## config.mk

```make
export PLATFORM = sky130hd
export DESIGN_NAME = shared_timebase_pwm
export DESIGN_NICKNAME = d
export VERILOG_FILES = /design/src/shared_timebase_pwm.v
export VERILOG_INCLUDE_DIRS = /design/src
export SDC_FILE = /design/constraint.sdc
export NUM_CORES = 1
export LEC_CHECK = 0
export BUFFER_PORTS_ARGS = -buffer_cell sky130_fd_sc_hd__buf_2
export CORE_MARGIN = 2
export CORE_UTILIZATION = 44
export CTS_BUF_LIST = sky130_fd_sc_hd__clkbuf_2 sky130_fd_sc_hd__clkbuf_4 sky130_fd_sc_hd__clkbuf_8
export DETAILED_ROUTE_END_ITERATION = 10
export GPL_TIMING_DRIVEN = 0
export SLEW_MARGIN = 20
export SYNTH_ARGS = -nofsm -noshare
export SYNTH_HDL_FRONTEND = slang
export SYNTH_SLANG_ARGS = --single-unit
```

## constraint.sdc

```tcl
create_clock -name core_clk -period 3.75 [get_ports core_clk]
set_input_delay 0.75 -clock core_clk [delete_from_list [all_inputs] [get_ports core_clk]]
set_output_delay 0.75 -clock core_clk [all_outputs]
set_load 0.01 [all_outputs]
```

## src/shared_pwm_regs.vh

```
// register offsets, field positions and reset values of the shared timebase pwm
`ifndef SHARED_PWM_REGS_VH
`define SHARED_PWM_REGS_VH
// register indices; the byte address on the bus is index * 4
`define IDX_DUTY3       12'h314
`define IDX_CTRL3       12'h316
`define IDX_DUTY4       12'h318
`define IDX_CTRL4       12'h31a
`define IDX_TMR_COUNT   12'h31c
`define IDX_TMR_LIMIT   12'h31d
`define IDX_TMR_CTRL    12'h31e
`define IDX_TMR_CLKSEL  12'h31f
`define IDX_FLAG        12'h320
`define IDX_PIN_DIR     12'h321
`define IDX_PIN_ROUTE   12'h322
// channel control fields
`define CTL_EN_BIT      7
`define CTL_OUT_BIT     5
`define CTL_POL_BIT     4
// duty register fields
`define DUTY_HI_MSB     15
`define DUTY_HI_LSB     8
`define DUTY_LO_MSB     7
`define DUTY_LO_LSB     6
// timer control fields
`define TCTL_ON_BIT     7
`define TCTL_PS_MSB     6
`define TCTL_PS_LSB     4
// clock select value for system clock divided by four
`define CLKSEL_FOSC4    4'h1
// reset values
`define RST_LIMIT       8'hff
`define RST_CTRL        8'h00
`define RST_PIN_DIR     2'h3
`define RST_PIN_ROUTE   2'h3
`endif

```

## src/shared_timebase_pwm.v

```verilog
// two-channel 10-bit pwm on a shared period timer with apb register access
`timescale 1ns/1ps
`default_nettype none
`include "shared_pwm_regs.vh"

////////////////////////////////////////////////////////////////////////////////
// Summary of operation
// - each channel makes a 10-bit resolution output from the shared timer
// - one shared period for all channels; each duty value is independent
// - outputs go active when the timer count clears to zero
// - output goes inactive when 10-bit time base equals the duty value
// - duty at or above 4*(period register value+1) never clears output
// - duty registers double-buffered, loaded at the period match
// - polarity bit inverts the channel output
// - period is (limit+1) times four clocks times prescale
// - after match: clear count, set output unless duty zero, latch buffers
// - postscaler has no effect on the pwm
// - duty is high register eight bits plus low register bits 7:6
// - duty registers writable whenever clk_en is high; take effect at next period
// - active pulse width is duty times clock period times prescale
// - time base joins 8-bit count with two low sub-count bits
// - resolution reaches ten bits when period limit is 255
// - pulse-width value above period leaves pins unchanged
// - in sleep timer stops, state and pin level are held
// - any reset restores registers and forces pins to input
// - output frequency scales directly with the system clock
// - outputs muxed with port latch; direction bit clear lets pwm drive
// - channel makes its waveform only while its enable bit is set
// - read-only output bit returns the channel's current level
module shared_timebase_pwm (
  input  wire        core_clk,
  input  wire        sys_rst,
  input  wire        clk_en,
  input  wire        sleep,
  input  wire        psel,
  input  wire        penable,
  input  wire        pwrite,
  input  wire [13:0] paddr,
  input  wire [31:0] pwdata,
  output wire        pready,
  output reg  [31:0] prdata,
  output wire        pslverr,
  input  wire [1:0]  port_latch,
  output reg  [1:0]  pin_out,
  output reg  [1:0]  pin_oe,
  output wire        timer_match_pulse
);

  ////////////////////////////////////////////////////////////////////////////
  // registers
  reg  [7:0] period_timer_count_ff;
  reg  [1:0] sub_count_ff;
  reg  [7:0] prescale_cnt_ff;
  reg  [7:0] period_limit_reg_ff;
  reg  [7:0] period_timer_control_ff;
  reg  [3:0] period_timer_clock_select_ff;
  reg        timer_overflow_flag_ff;
  reg  [1:0] pin_direction_bit_ff;
  reg  [1:0] pin_route_select_ff;
  reg  [9:0] duty_value_reg_ff [0:1];
  reg  [9:0] duty_buf_ff [0:1];
  reg  [7:0] channel_control_reg_ff [0:1];
  reg  [1:0] raw_out_ff;

  wire       run;
  wire       tmr_on;
  wire [7:0] ps_max;
  wire       ps_tick;
  wire       tick;
  wire       at_limit;
  wire       wrap;
  wire [9:0] time_base;
  wire       wr_en;
  wire       rd_en;
  wire [11:0] idx;
  wire       idx_mapped;
  wire [9:0] duty_wr;
  wire [1:0] ch_pol;
  wire [1:0] ch_level;

  // prescale code to divide-minus-one: 1,2,4,...,128
  function [7:0] ps_div;
    input [2:0] code;
    begin
      case (code)
        3'h0:    ps_div = 8'h00;
        3'h1:    ps_div = 8'h01;
        3'h2:    ps_div = 8'h03;
        3'h3:    ps_div = 8'h07;
        3'h4:    ps_div = 8'h0f;
        3'h5:    ps_div = 8'h1f;
        3'h6:    ps_div = 8'h3f;
        default: ps_div = 8'h7f;
      endcase
    end
  endfunction

  // 10-bit compare level for one channel; duty at/over 4*(limit+1) stays on
  function next_level;
    input       cur;
    input [9:0] duty;
    input [9:0] tb;
    begin
      if (duty >= {period_limit_reg_ff, 2'h3} + 10'h001 && period_limit_reg_ff != 8'hff)
        next_level = cur;
      else if (tb == duty)
        next_level = 1'b0;
      else
        next_level = cur;
    end
  endfunction

  // index decode; the odd holes between channel registers are unmapped
  function idx_is_mapped;
    input [11:0] ix;
    begin
      case (ix)
        `IDX_DUTY3, `IDX_CTRL3, `IDX_DUTY4, `IDX_CTRL4,
        `IDX_TMR_COUNT, `IDX_TMR_LIMIT, `IDX_TMR_CTRL, `IDX_TMR_CLKSEL,
        `IDX_FLAG, `IDX_PIN_DIR, `IDX_PIN_ROUTE: idx_is_mapped = 1'b1;
        default:                                 idx_is_mapped = 1'b0;
      endcase
    end
  endfunction

  // bus word to 10-bit duty: high byte, then bits 7:6
  function [9:0] duty_from_word;
    input [31:0] w;
    begin
      duty_from_word = {w[`DUTY_HI_MSB:`DUTY_HI_LSB], w[`DUTY_LO_MSB:`DUTY_LO_LSB]};
    end
  endfunction

  // 10-bit duty back into the bus word layout
  function [31:0] duty_to_word;
    input [9:0] d;
    begin
      duty_to_word = {16'h0000, d[9:2], d[1:0], 6'h00};
    end
  endfunction

  // control read view: live channel level, after polarity, shown in the read-only bit
  function [31:0] ctrl_to_word;
    input [7:0] c;
    input       lvl;
    begin
      ctrl_to_word = {24'h000000, c[7:6], lvl, c[4:0]};
    end
  endfunction

  ////////////////////////////////////////////////////////////////////////////
  // apb slave, zero wait states
  assign pready  = 1'b1;
  assign idx     = paddr[13:2];
  assign wr_en   = psel & penable & pwrite & clk_en;
  assign rd_en   = psel & ~penable & ~pwrite;
  assign idx_mapped = idx_is_mapped(idx);
  assign duty_wr    = duty_from_word(pwdata);
  assign pslverr    = psel & penable & ~idx_mapped;
  assign ch_pol     = {channel_control_reg_ff[1][`CTL_POL_BIT], channel_control_reg_ff[0][`CTL_POL_BIT]};
  assign ch_level   = raw_out_ff ^ ch_pol;

  // sleep freezes everything counting; clk_en freezes all state
  assign run      = clk_en & ~sleep;
  assign tmr_on   = period_timer_control_ff[`TCTL_ON_BIT];
  assign ps_max   = ps_div(period_timer_control_ff[`TCTL_PS_MSB:`TCTL_PS_LSB]);
  assign ps_tick  = (prescale_cnt_ff == ps_max);
  // sub-count steps each system clock at 1:1, else each prescale step
  assign tick     = run & tmr_on & ps_tick;
  assign time_base = {period_timer_count_ff, sub_count_ff};
  assign at_limit = (period_timer_count_ff == period_limit_reg_ff);
  assign wrap     = tick & at_limit & (sub_count_ff == 2'h3);
  // postscaler not modelled: it never reaches the pwm path
  assign timer_match_pulse = wrap;

  ////////////////////////////////////////////////////////////////////////////
  // shared timer
  always @(posedge core_clk) begin
    if (sys_rst) begin
      period_timer_count_ff <= 8'h00;
      sub_count_ff          <= 2'h0;
      prescale_cnt_ff       <= 8'h00;
    end else if (run && tmr_on) begin
      prescale_cnt_ff <= ps_tick ? 8'h00 : prescale_cnt_ff + 8'h01;
      if (tick) begin
        sub_count_ff <= sub_count_ff + 2'h1;
        if (sub_count_ff == 2'h3) begin
          period_timer_count_ff <= at_limit ? 8'h00 : period_timer_count_ff + 8'h01;
        end
      end
    end
  end

  ////////////////////////////////////////////////////////////////////////////
  // channels
  integer i;
  always @(posedge core_clk) begin
    if (sys_rst) begin
      raw_out_ff     <= 2'h0;
      duty_buf_ff[0] <= 10'h000;
      duty_buf_ff[1] <= 10'h000;
    end else if (run) begin
      for (i = 0; i < 2; i = i + 1) begin
        if (wrap) begin
          duty_buf_ff[i] <= duty_value_reg_ff[i];
          // disabled channel stays inactive and restarts only here
          raw_out_ff[i]  <= channel_control_reg_ff[i][`CTL_EN_BIT] &&
                            (duty_value_reg_ff[i] != 10'h000);
        end else if (!channel_control_reg_ff[i][`CTL_EN_BIT]) begin
          raw_out_ff[i]  <= 1'b0;
        end else if (tick) begin
          // compare against the value the time base is about to show
          raw_out_ff[i]  <= next_level(raw_out_ff[i], duty_buf_ff[i], time_base + 10'h001);
        end
      end
    end
  end

  // pin mux: polarity, port latch, direction
  // unrolled so the loop index keeps a single driver
  always @* begin
    pin_out[0] = pin_route_select_ff[0] ? ch_level[0] : port_latch[0];
    pin_out[1] = pin_route_select_ff[1] ? ch_level[1] : port_latch[1];
    pin_oe     = ~pin_direction_bit_ff;
  end

  ////////////////////////////////////////////////////////////////////////////
  // register writes
  always @(posedge core_clk) begin
    if (sys_rst) begin
      period_limit_reg_ff          <= `RST_LIMIT;
      period_timer_control_ff      <= `RST_CTRL;
      period_timer_clock_select_ff <= `CLKSEL_FOSC4;
      timer_overflow_flag_ff       <= 1'b0;
      pin_direction_bit_ff         <= `RST_PIN_DIR;
      pin_route_select_ff          <= `RST_PIN_ROUTE;
      channel_control_reg_ff[0]    <= `RST_CTRL;
      channel_control_reg_ff[1]    <= `RST_CTRL;
      duty_value_reg_ff[0]         <= 10'h000;
      duty_value_reg_ff[1]         <= 10'h000;
    end else if (clk_en) begin
      // set wins over a same-cycle software clear
      if (wrap)
        timer_overflow_flag_ff <= 1'b1;
      else if (wr_en && idx == `IDX_FLAG && !pwdata[0])
        timer_overflow_flag_ff <= 1'b0;
      if (wr_en) begin
        case (idx)
          `IDX_DUTY3:      duty_value_reg_ff[0] <= duty_wr;
          `IDX_DUTY4:      duty_value_reg_ff[1] <= duty_wr;
          `IDX_CTRL3:      channel_control_reg_ff[0] <= pwdata[7:0] & 8'h90;
          `IDX_CTRL4:      channel_control_reg_ff[1] <= pwdata[7:0] & 8'h90;
          `IDX_TMR_LIMIT:  period_limit_reg_ff <= pwdata[7:0];
          `IDX_TMR_CTRL:   period_timer_control_ff <= pwdata[7:0];
          `IDX_TMR_CLKSEL: period_timer_clock_select_ff <= pwdata[3:0];
          `IDX_PIN_DIR:    pin_direction_bit_ff <= pwdata[1:0];
          `IDX_PIN_ROUTE:  pin_route_select_ff <= pwdata[1:0];
          default: ;
        endcase
      end
    end
  end

  ////////////////////////////////////////////////////////////////////////////
  // register reads, captured in setup phase
  always @(posedge core_clk) begin
    if (sys_rst) begin
      prdata <= 32'h00000000;
    end else if (rd_en && clk_en) begin
      case (idx)
        `IDX_DUTY3:      prdata <= duty_to_word(duty_value_reg_ff[0]);
        `IDX_DUTY4:      prdata <= duty_to_word(duty_value_reg_ff[1]);
        `IDX_CTRL3:      prdata <= ctrl_to_word(channel_control_reg_ff[0], ch_level[0]);
        `IDX_CTRL4:      prdata <= ctrl_to_word(channel_control_reg_ff[1], ch_level[1]);
        `IDX_TMR_COUNT:  prdata <= {24'h000000, period_timer_count_ff};
        `IDX_TMR_LIMIT:  prdata <= {24'h000000, period_limit_reg_ff};
        `IDX_TMR_CTRL:   prdata <= {24'h000000, period_timer_control_ff};
        `IDX_TMR_CLKSEL: prdata <= {28'h0000000, period_timer_clock_select_ff};
        `IDX_FLAG:       prdata <= {31'h00000000, timer_overflow_flag_ff};
        `IDX_PIN_DIR:    prdata <= {30'h00000000, pin_direction_bit_ff};
        `IDX_PIN_ROUTE:  prdata <= {30'h00000000, pin_route_select_ff};
        default:         prdata <= 32'h00000000;
      endcase
    end
  end

endmodule // shared_timebase_pwm
`default_nettype wire

```

Yosys cells after proc, flatten, opt, wreduce, memory -nomap -nowiden:

Memories as Yosys holds them, arrays and structs flattened.
Index checks and enable logic that the tools add are counted.

* bitwise logic cells: 23
* reduce and logical (&&, ||, !) cells: 24
* $lt $le $gt $ge: 2
* muxes and demuxes: 51
* equality and inequality tests: 29
* add/sub/neg operators: 5

Operators by type and width (count)
* $pmux W16 S11: 1
* $eq A12 B10 Y1 const B: 11
* $pmux W7 S7: 1
* $mux W1: 41
* $mux W10: 4
* $add A10 B1 Y10 const B: 2
* $eq A10 B10 Y1: 2
* $ge A10 B10 Y1: 2
* $reduce_bool A10 Y1: 2
* $reduce_and A3 Y1: 6
* $add A8 B1 Y8 const B: 2
* $eq A8 B8 Y1: 2
* $mux W8: 2
* $ne A3 B3 Y1 const B: 4
* $and A1 B1 Y1: 11
* $reduce_or A11 Y1: 1
* $eq A3 B3 Y1 const B: 3
* $logic_and A1 B1 Y1: 8
* $ne A8 B8 Y1 const B: 1
* $reduce_and A4 Y1: 2
* $eq A3 B2 Y1 const B: 2
* $ne A3 B2 Y1 const B: 2
* $or A1 B1 Y1: 6
* $mux W2: 2
* other kinds (10): 14

* word-level logic and storage cells: 149
* memories kept: 3
* input port bits: 55
* RAM bits: 44
* output and inout bits: 39
* flip-flop bits (word level): 77

Memory list
* duty_buf_ff: depth 2, width 10, read ports 2, clocked after memory_dff 0, wr ports 2, RTL line shared_timebase_pwm.v:61 `reg [9:0] duty_buf_ff [0:1];`
* duty_value_reg_ff: depth 2, width 10, read ports 2, clocked after memory_dff 0, wr ports 2, RTL line shared_timebase_pwm.v:60 `reg [9:0] duty_value_reg_ff [0:1];`
* channel_control_reg_ff: depth 2, width 2, read ports 2, clocked after memory_dff 0, wr ports 2, RTL line shared_timebase_pwm.v:62 `reg [7:0] channel_control_reg_ff [0:1];`

Depth between registers and ports, before layout:

Gate-level depths: netlist of run 1.

* depth after elaboration: 11
* mapped depth: 12

Worst setup path after synthesis of run 1:

Ideal clock, no wire load.

* kind: input port to flip-flop
* start: input port paddr[12]
* end: memory duty_value_reg_ff[0][0], enable pin
* setup time: 394 ps
* path slack: 905 ps
* path buffers: 1
* arrival: 2452 ps
* cell stages on the path: 5
* data required time: 3356 ps
* cell sequence: and4bb_2 > and3_1 > nand3_1 > clkbuf_1 > o31ai_1

RTL lines
* start, declared: RTL line shared_timebase_pwm.v:38 `input wire [13:0] paddr,`
* end, declared: RTL line shared_timebase_pwm.v:60

Worst setup path after layout of run 1:

* start: input port paddr[3]
* end: output port pslverr

* cells in the longest elaborated chain, start to end: 5
* elaborated cells on any way between the ends: 15
* classes of those cells: 11 x eq/ne; 1 x mux; 2 x bitwise; 1 x reduce/logical

RTL lines
* $eq A12 B10 Y1: RTL line shared_timebase_pwm.v:117 `case (ix)`
* $reduce_or A11 Y1 *: RTL line shared_timebase_pwm.v:117
* $mux W1 *: RTL line shared_timebase_pwm.v:117
* $not A1 Y1 *: RTL line shared_timebase_pwm.v:159 `assign pslverr = psel & penable & ~idx_mapped;`
* $and A1 B1 Y1 *: RTL line shared_timebase_pwm.v:159
* end, declared: RTL line shared_timebase_pwm.v:42 `output wire pslverr,`

Mark *: on every way between the ends. The rest lies on a longest branch, timed or not.

==> impl_metrics.env, run 1 <==
export IMPL_antenna_found_initial=0
export IMPL_final_common_cell="buf_2"
export IMPL_reg2reg_slack_ns=1.00
export IMPL_swShare=0.261
export IMPL_synth_area_sq_um=5970
export IMPL_die_y_um=121
export IMPL_cp_required_ns=3.00
export IMPL_finalNetCount=788
export IMPL_setup_violations=0
export IMPL_cts_buffer_depth=2
export IMPL_overflow=0
export IMPL_slew_violations=0
export IMPL_p_leak_nw=2.56
export IMPL_place_area_sq_um=6540
export IMPL_cts_setup_buffers=0
export IMPL_ys_async_sr_fraction=0
export IMPL_endpoint_kind="primary output"
export IMPL_whs_path_depth=2
export IMPL_portBuffers=56
export IMPL_crit_fanout=10
export IMPL_worstMarginPinSlew_ns=0.990
export IMPL_worstReg2RegEnd="raw_out_ff[0]$_SDFFE_PP0P_"
export IMPL_seqPwrFrac=0.592
export IMPL_first_pass_iters=5
export IMPL_routed_via_density=5.56
export IMPL_slew_limit_headroom=0.335
export IMPL_cts_tree="done"
export IMPL_hold_end="prdata[7]$_SDFFE_PP0P_"
export IMPL_switching_power_mw=0.546
export IMPL_die_width_um=121
export IMPL_areaGrowthSynthToFinish_pct=12.8
export IMPL_cp_data_arrival_time_ns=2.59
export IMPL_ys_types=71
export IMPL_crit_reg2reg_launch="period_limit_reg_ff[2]$_SDFFE_PP1P_"
export IMPL_pre_cts_ws_ns=0.445
export IMPL_grt_pass1_wl_um=25300
export IMPL_wirelength_um=15800
export IMPL_clock_latency_ns=0.38
export IMPL_die_area_sq_um=14500
export IMPL_finalHoldViolations=0
export IMPL_rsz0062_at_grt="false"
export IMPL_avgSynthCellArea_sq_um=9.48
export IMPL_finalCritPeriodShare=0.891
export IMPL_rows=42
export IMPL_grt_pass1_vias=4851
export IMPL_mostFrequentLayoutCells="buf_2, dfxtp_1, nor2_1"
export IMPL_dp_final_hpwl_um=12300
export IMPL_routedWlPerCell_um=17.7
export IMPL_outcome="completed"
export IMPL_internal_power_mw=1.55
export IMPL_drc_errors=0
export IMPL_place_congestion=0.890
export IMPL_io_pins=94
export IMPL_clkTransAtPathRegs_ns=0.11
export IMPL_clock_sinks=105
export IMPL_clock_power_share=0.327
export IMPL_setup_slack_ns=0.407
export IMPL_yosys_warnings=0
export IMPL_drive_gt1_frac=0.169
export IMPL_max_freq_mhz=299
export IMPL_ys_ff_latch=105
export IMPL_drtIter0Drc=400
export IMPL_design_area_sq_um=6740
export IMPL_drv_cap=0
export IMPL_antennaDiodeCount=0
export IMPL_cp_start_kind="input port"
export IMPL_synthCells=630
export IMPL_worstSetupStartpoint="paddr[3]"
export IMPL_routed_via_count=4969
export IMPL_finish_utilization=0.509
export IMPL_htree_levels=3
export IMPL_synth_ff_type="dfxtp_1"
export IMPL_ys_seq_area_frac=0.426
export IMPL_initial_core_util=0.451
export IMPL_cts_resized=0
export IMPL_hold_start="prdata[7]$_SDFFE_PP0P_"
export IMPL_setup_tns_ns=0
export IMPL_holdBufCountCts=0
export IMPL_r2r_cells=12
export IMPL_cts_buffers=9
export IMPL_fin_worst_skew_ns=0.0150
export IMPL_synth_edff_count=44
export IMPL_grt_use_total=0.225
export IMPL_peakVddDrop_uv=219
export IMPL_grt_start_max_net_pins=30
export IMPL_criticalPathCategory="input port to primary output"
export IMPL_antenna_left=0
export IMPL_hold_class="register to register"
export IMPL_p_comb_frac=0.081
export IMPL_core_area_sq_um=13200
export IMPL_min_period_ns=3.34
export IMPL_power_density_nw_per_um2=311
export IMPL_cts_root_buf="clkbuf_8"
==> worst max-delay path by stage <==
stage / to
after CTS: pslverr
final: pslverr
after detailed placement: pslverr
after global placement: duty_value_reg_ff[0][7]$_DFFE_PP_
after global routing: pslverr
after floorplan: duty_value_reg_ff[0][0]$_DFFE_PP_
==> sequential cells by signal, indices dropped and copies added (netlist names) <==
name / flops
period_timer_clock_select_ff: 4
pin_direction_bit_ff: 2
period_timer_control_ff: 8
duty_value_reg_ff: 20
channel_control_reg_ff: 4
prescale_cnt_ff: 8
pin_route_select_ff: 2
duty_buf_ff: 20
sub_count_ff: 2
period_timer_count_ff: 8
prdata: 16
period_limit_reg_ff: 8
timer_overflow_flag_ff: 1
raw_out_ff: 2
==> worst max-delay path: stages <==
cell and delay (ns):
clkbuf_1 0.37, clkbuf_1 0.51, clkbuf_1 0.43, a21oi_1 0.13, nor4_1 0.21, buf_2 0.18
==> per-stage QoR <==
stage          power (mW)  hold WS [ns]  instances
2_1_floorplan        1.36         0.441        645
3_3_place_gp         1.43         0.454        877
3_5_place_dp         1.43         0.466        878
4_1_cts              2.11         0.485        894
5_1_grt              2.18         0.511        894
6_report             2.09         0.483        894
==> per-layer routing <==
metal,part of all wire,vias up,GRT usage
li1,-,2401,-
met1,0.45,2376,0.295
met2,0.47,163,0.370
met3,0.055,29,0.0429
met4,0.021,0,0.0792
met5,0,-,0
==> logic make-up after synthesis <==
kind of cell,Yosys count,share of synthesized area
AOI/OAI and AO/OA,128,0.144
other,2,0.00126
DFF,105,0.426
adders and majority gates,20,0.0419
xor gates and xnor gates,52,0.0762
muxes,29,0.0494
and+or+nand+nor,229,0.204
buffers and inverters,65,0.0580
==> power groups by stage <==
stage	Sequential (mW)	Combinational [mW]	Clock, mW
detailed placement	1.27	0.167	0
floorplan	1.25	0.106	0
CTS	1.24	0.167	0.701
global route	1.24	0.185	0.747
finish	1.24	0.169	0.684
global placement	1.27	0.162	0
==> area by class of cell <==
class	instances	area, sq um
Clock inverter	6	60.1
Fill cell	1265	6500
Inverter	13	48.8
Tap cell	176	220
Sequential cell	105	2540
Timing Repair Buffer	57	288
Buffer	52	298
Clock buffer	10	131
Multi-Input combinational cell	475	3150
==> cells in the mapped netlist (4+ instances only) <==
cell type / number / area share
nand4_1: 11 / 0.012
a211oi_1: 6 / 0.0075
mux2_2: 4 / 0.0075
nand3_1: 17 / 0.014
buf_2: 8 / 0.0067
mux2i_1: 25 / 0.042
xnor2_1: 30 / 0.044
and2_1: 33 / 0.035
ha_1: 20 / 0.042
o31ai_1: 6 / 0.0075
o21a_1: 4 / 0.0050
a221oi_1: 5 / 0.0073
xor2_1: 22 / 0.032
dfxtp_1: 61 / 0.20
inv_1: 11 / 0.0069
nor3_1: 20 / 0.017
edfxtp_1: 44 / 0.22
nand2_1: 42 / 0.026
a21oi_1: 38 / 0.032
or3_1: 4 / 0.0042
o21ai_0: 19 / 0.016
a22oi_1: 14 / 0.018
nor2_1: 56 / 0.035
nor4_1: 10 / 0.010
buf_4: 18 / 0.023
and3_1: 5 / 0.0052
clkbuf_1: 22 / 0.014
nor2b_1: 6 / 0.0063
nand2b_1: 6 / 0.0063
o211ai_1: 4 / 0.0050
No activity file was read; power rests on OpenSTA's default activity.
==> run 2: changes to the inputs <==
--- a/config.mk
+++ b/config.mk
@@ -12,6 +12,7 @@
 export CTS_BUF_LIST = sky130_fd_sc_hd__clkbuf_2 sky130_fd_sc_hd__clkbuf_4 sky130_fd_sc_hd__clkbuf_8
 export DETAILED_ROUTE_END_ITERATION = 10
 export GPL_TIMING_DRIVEN = 0
+export RECOVER_POWER = 100
 export SLEW_MARGIN = 20
 export SYNTH_ARGS = -nofsm -noshare
 export SYNTH_HDL_FRONTEND = slang
==> run 2 against run 1 <==
- the flow now finishes with violations (capacitance limit, slew limit)
- power fell by 0.13%
- register-to-register slack worse by 0.32 ns
- cell count is 0.11% higher
- clock skew hardly changed
- fmax increased by 1.4%
- utilization decreased by 0.58 points
- setup slack improved by 0.046 ns
- critical endpoint unchanged
- highest routed layer unchanged
==> impl_metrics.env, run 2 (synthesis gave the netlist of run 1 again) <==
export IMPL_die_width_um=121
export IMPL_peakVddDrop_uv=228
export IMPL_rows=42
export IMPL_cts_buffer_depth=2
export IMPL_cp_top_family="buffers and inverters"
export IMPL_fill_cells=1284
export IMPL_place_area_sq_um=6540
export IMPL_slew_limit_headroom=-0.123
export IMPL_seq_area_sq_um=2540
export IMPL_seqPwrFrac=0.593
export IMPL_finish_utilization=0.503
export IMPL_worstMarginPinSlew_ns=1.67
export IMPL_final_common_cell="dfxtp_1"
export IMPL_p_leak_nw=2.39
export IMPL_io_pins=94
export IMPL_routed_via_count=5010
export IMPL_cp_data_arrival_time_ns=2.55
export IMPL_swShare=0.261
export IMPL_max_freq_mhz=303
export IMPL_crit_fanout=10
export IMPL_whs_ns=0.488
export IMPL_timing_critical_path_buf_inv=4
export IMPL_hold_class="register to register"
export IMPL_grt_start_max_net_pins=30
export IMPL_areaGrowthSynthToFinish_pct=11.5
export IMPL_drive_gt1_frac=0.123
export IMPL_core_area_sq_um=13200
export IMPL_clock_power_share=0.327
export IMPL_switching_power_mw=0.545
export IMPL_htree_levels=3
export IMPL_fin_cells=895
export IMPL_routedWlPerCell_um=17.8
export IMPL_endpoint_kind="primary output"
export IMPL_design_area_sq_um=6660
export IMPL_first_pass_iters=5
export IMPL_rsz0062_at_grt="false"
export IMPL_drv_cap=3
export IMPL_pre_cts_ws_ns=0.445
export IMPL_clkTransAtPathRegs_ns=0.11
export IMPL_finalCritPeriodShare=0.879
export IMPL_drtIter0Drc=430
export IMPL_cts_resized=0
export IMPL_violations="capacitance limit, slew limit"
export IMPL_setup_violations=0
export IMPL_dp_final_hpwl_um=12300
export IMPL_die_y_um=121
export IMPL_portBuffers=56
export IMPL_setup_tns_ns=0
export IMPL_slew_violations=29
export IMPL_p_total_mw=2.09
export IMPL_holdBufCountCts=0
export IMPL_crit_path_frequent_cell="clkbuf_1"
export IMPL_clock_sinks=105
export IMPL_grt_pass1_vias=4851
export IMPL_initial_core_util=0.451
export IMPL_internal_power_mw=1.55
export IMPL_p_comb_frac=0.079
export IMPL_multi_input_area_sq_um=3120
export IMPL_drc_errors=0
export IMPL_dp_cells=878
export IMPL_die_area_sq_um=14500
export IMPL_outcome="complete, but fails checks"
export IMPL_criticalPathCategory="input port to primary output"
export IMPL_cp_required_ns=3.00
export IMPL_crit_path_cell_trace="clkbuf_1 -> clkbuf_1 -> clkbuf_1 -> a21oi_1 -> nor4_1 -> clkbuf_1"
export IMPL_grt_use_total=0.225
export IMPL_finalHoldViolations=0
export IMPL_power_density_nw_per_um2=314
export IMPL_max_stage_delay_ns=0.47
export IMPL_min_period_ns=3.30
export IMPL_clock_latency_ns=0.38
export IMPL_cts_buffers=9
export IMPL_grt_pass1_wl_um=25300
export IMPL_overflow=0
export IMPL_antenna_left=0
export IMPL_place_congestion=0.890
export IMPL_cts_setup_buffers=0
export IMPL_wirelength_um=15900
export IMPL_finalNetCount=788
export IMPL_routed_via_density=5.60
export IMPL_critical_path_slowest_cell="clkbuf_1"
export IMPL_cts_tree="done"
export IMPL_cts_root_buf="clkbuf_8"
export IMPL_fin_worst_skew_ns=0.0148
export IMPL_top_regs="duty_buf_ff x20, duty_value_reg_ff x20, prdata x16"
export IMPL_antenna_found_initial=1
export IMPL_cp_start_kind="input port"
export IMPL_mostFrequentLayoutCells="dfxtp_1, nor2_1, clkbuf_1"
export IMPL_setup_slack_ns=0.453
[run 2: changes by cell type in the layout (fill, tap and decap cells not counted), sizes merged]
| cell | change |
|---|---|
| clkbuf | +28 |
| buf | -28 |
| diode | +1 |
[run 2: layout make-up]
| class | count | share of cell area |
|---|---|---|
| inverter | 13 | 0.00732 |
| sequential | 105 | 0.382 |
| buffer | 52 | 0.0432 |
| multi-input combinational | 475 | 0.468 |
| clock inverter | 6 | 0.00901 |
| tap | 176 | 0.0331 |
| antenna | 1 | 0.000376 |
| timing repair buffer | 57 | 0.0381 |
| clock buffer | 10 | 0.0197 |
[run 2: power groups by stage]
stage               Clock [mW]  Sequential, mW  Combinational (mW)
finish                   0.684            1.24               0.166
global route             0.747            1.24               0.182
CTS                      0.701            1.24               0.167
detailed placement           0            1.27               0.167
global placement             0            1.27               0.162
floorplan                    0            1.25               0.106
[run 2: path summary, 6_finish.rpt]
kind,slack (ns),end,cells past startpoint,startpoint
worst min-delay path,0.49,prdata[7]$_SDFFE_PP0P_,2,prdata[7]$_SDFFE_PP0P_
worst max-delay path,0.45,pslverr,6,paddr[3]
worst max register to register,0.68,raw_out_ff[0]$_SDFFE_PP0P_,8,period_timer_count_ff[3]$_SDFFE_PP0P_
worst min register to register,0.49,prdata[7]$_SDFFE_PP0P_,2,prdata[7]$_SDFFE_PP0P_
[run 2: per-layer routing]
metal  GRT usage  wire [um]  up-vias
met5           0          0        -
li1            -          -     2405
met4      0.0792        299        0
met3      0.0429        764       26
met1       0.295       7240     2437
met2       0.370       7600      142
[run 2: worst register-to-register path, delay by kind of cell (launching register included)]
| kind | cells | cell delay, ns |
|---|---|---|
| AO/OA/AOI/OAI | 1 | 0.24 |
| XOR/XNOR | 1 | 0.19 |
| buffers and inverters | 1 | 0.47 |
| flip-flops | 1 | 0.39 |
| AND/OR/NAND/NOR | 5 | 1.72 |
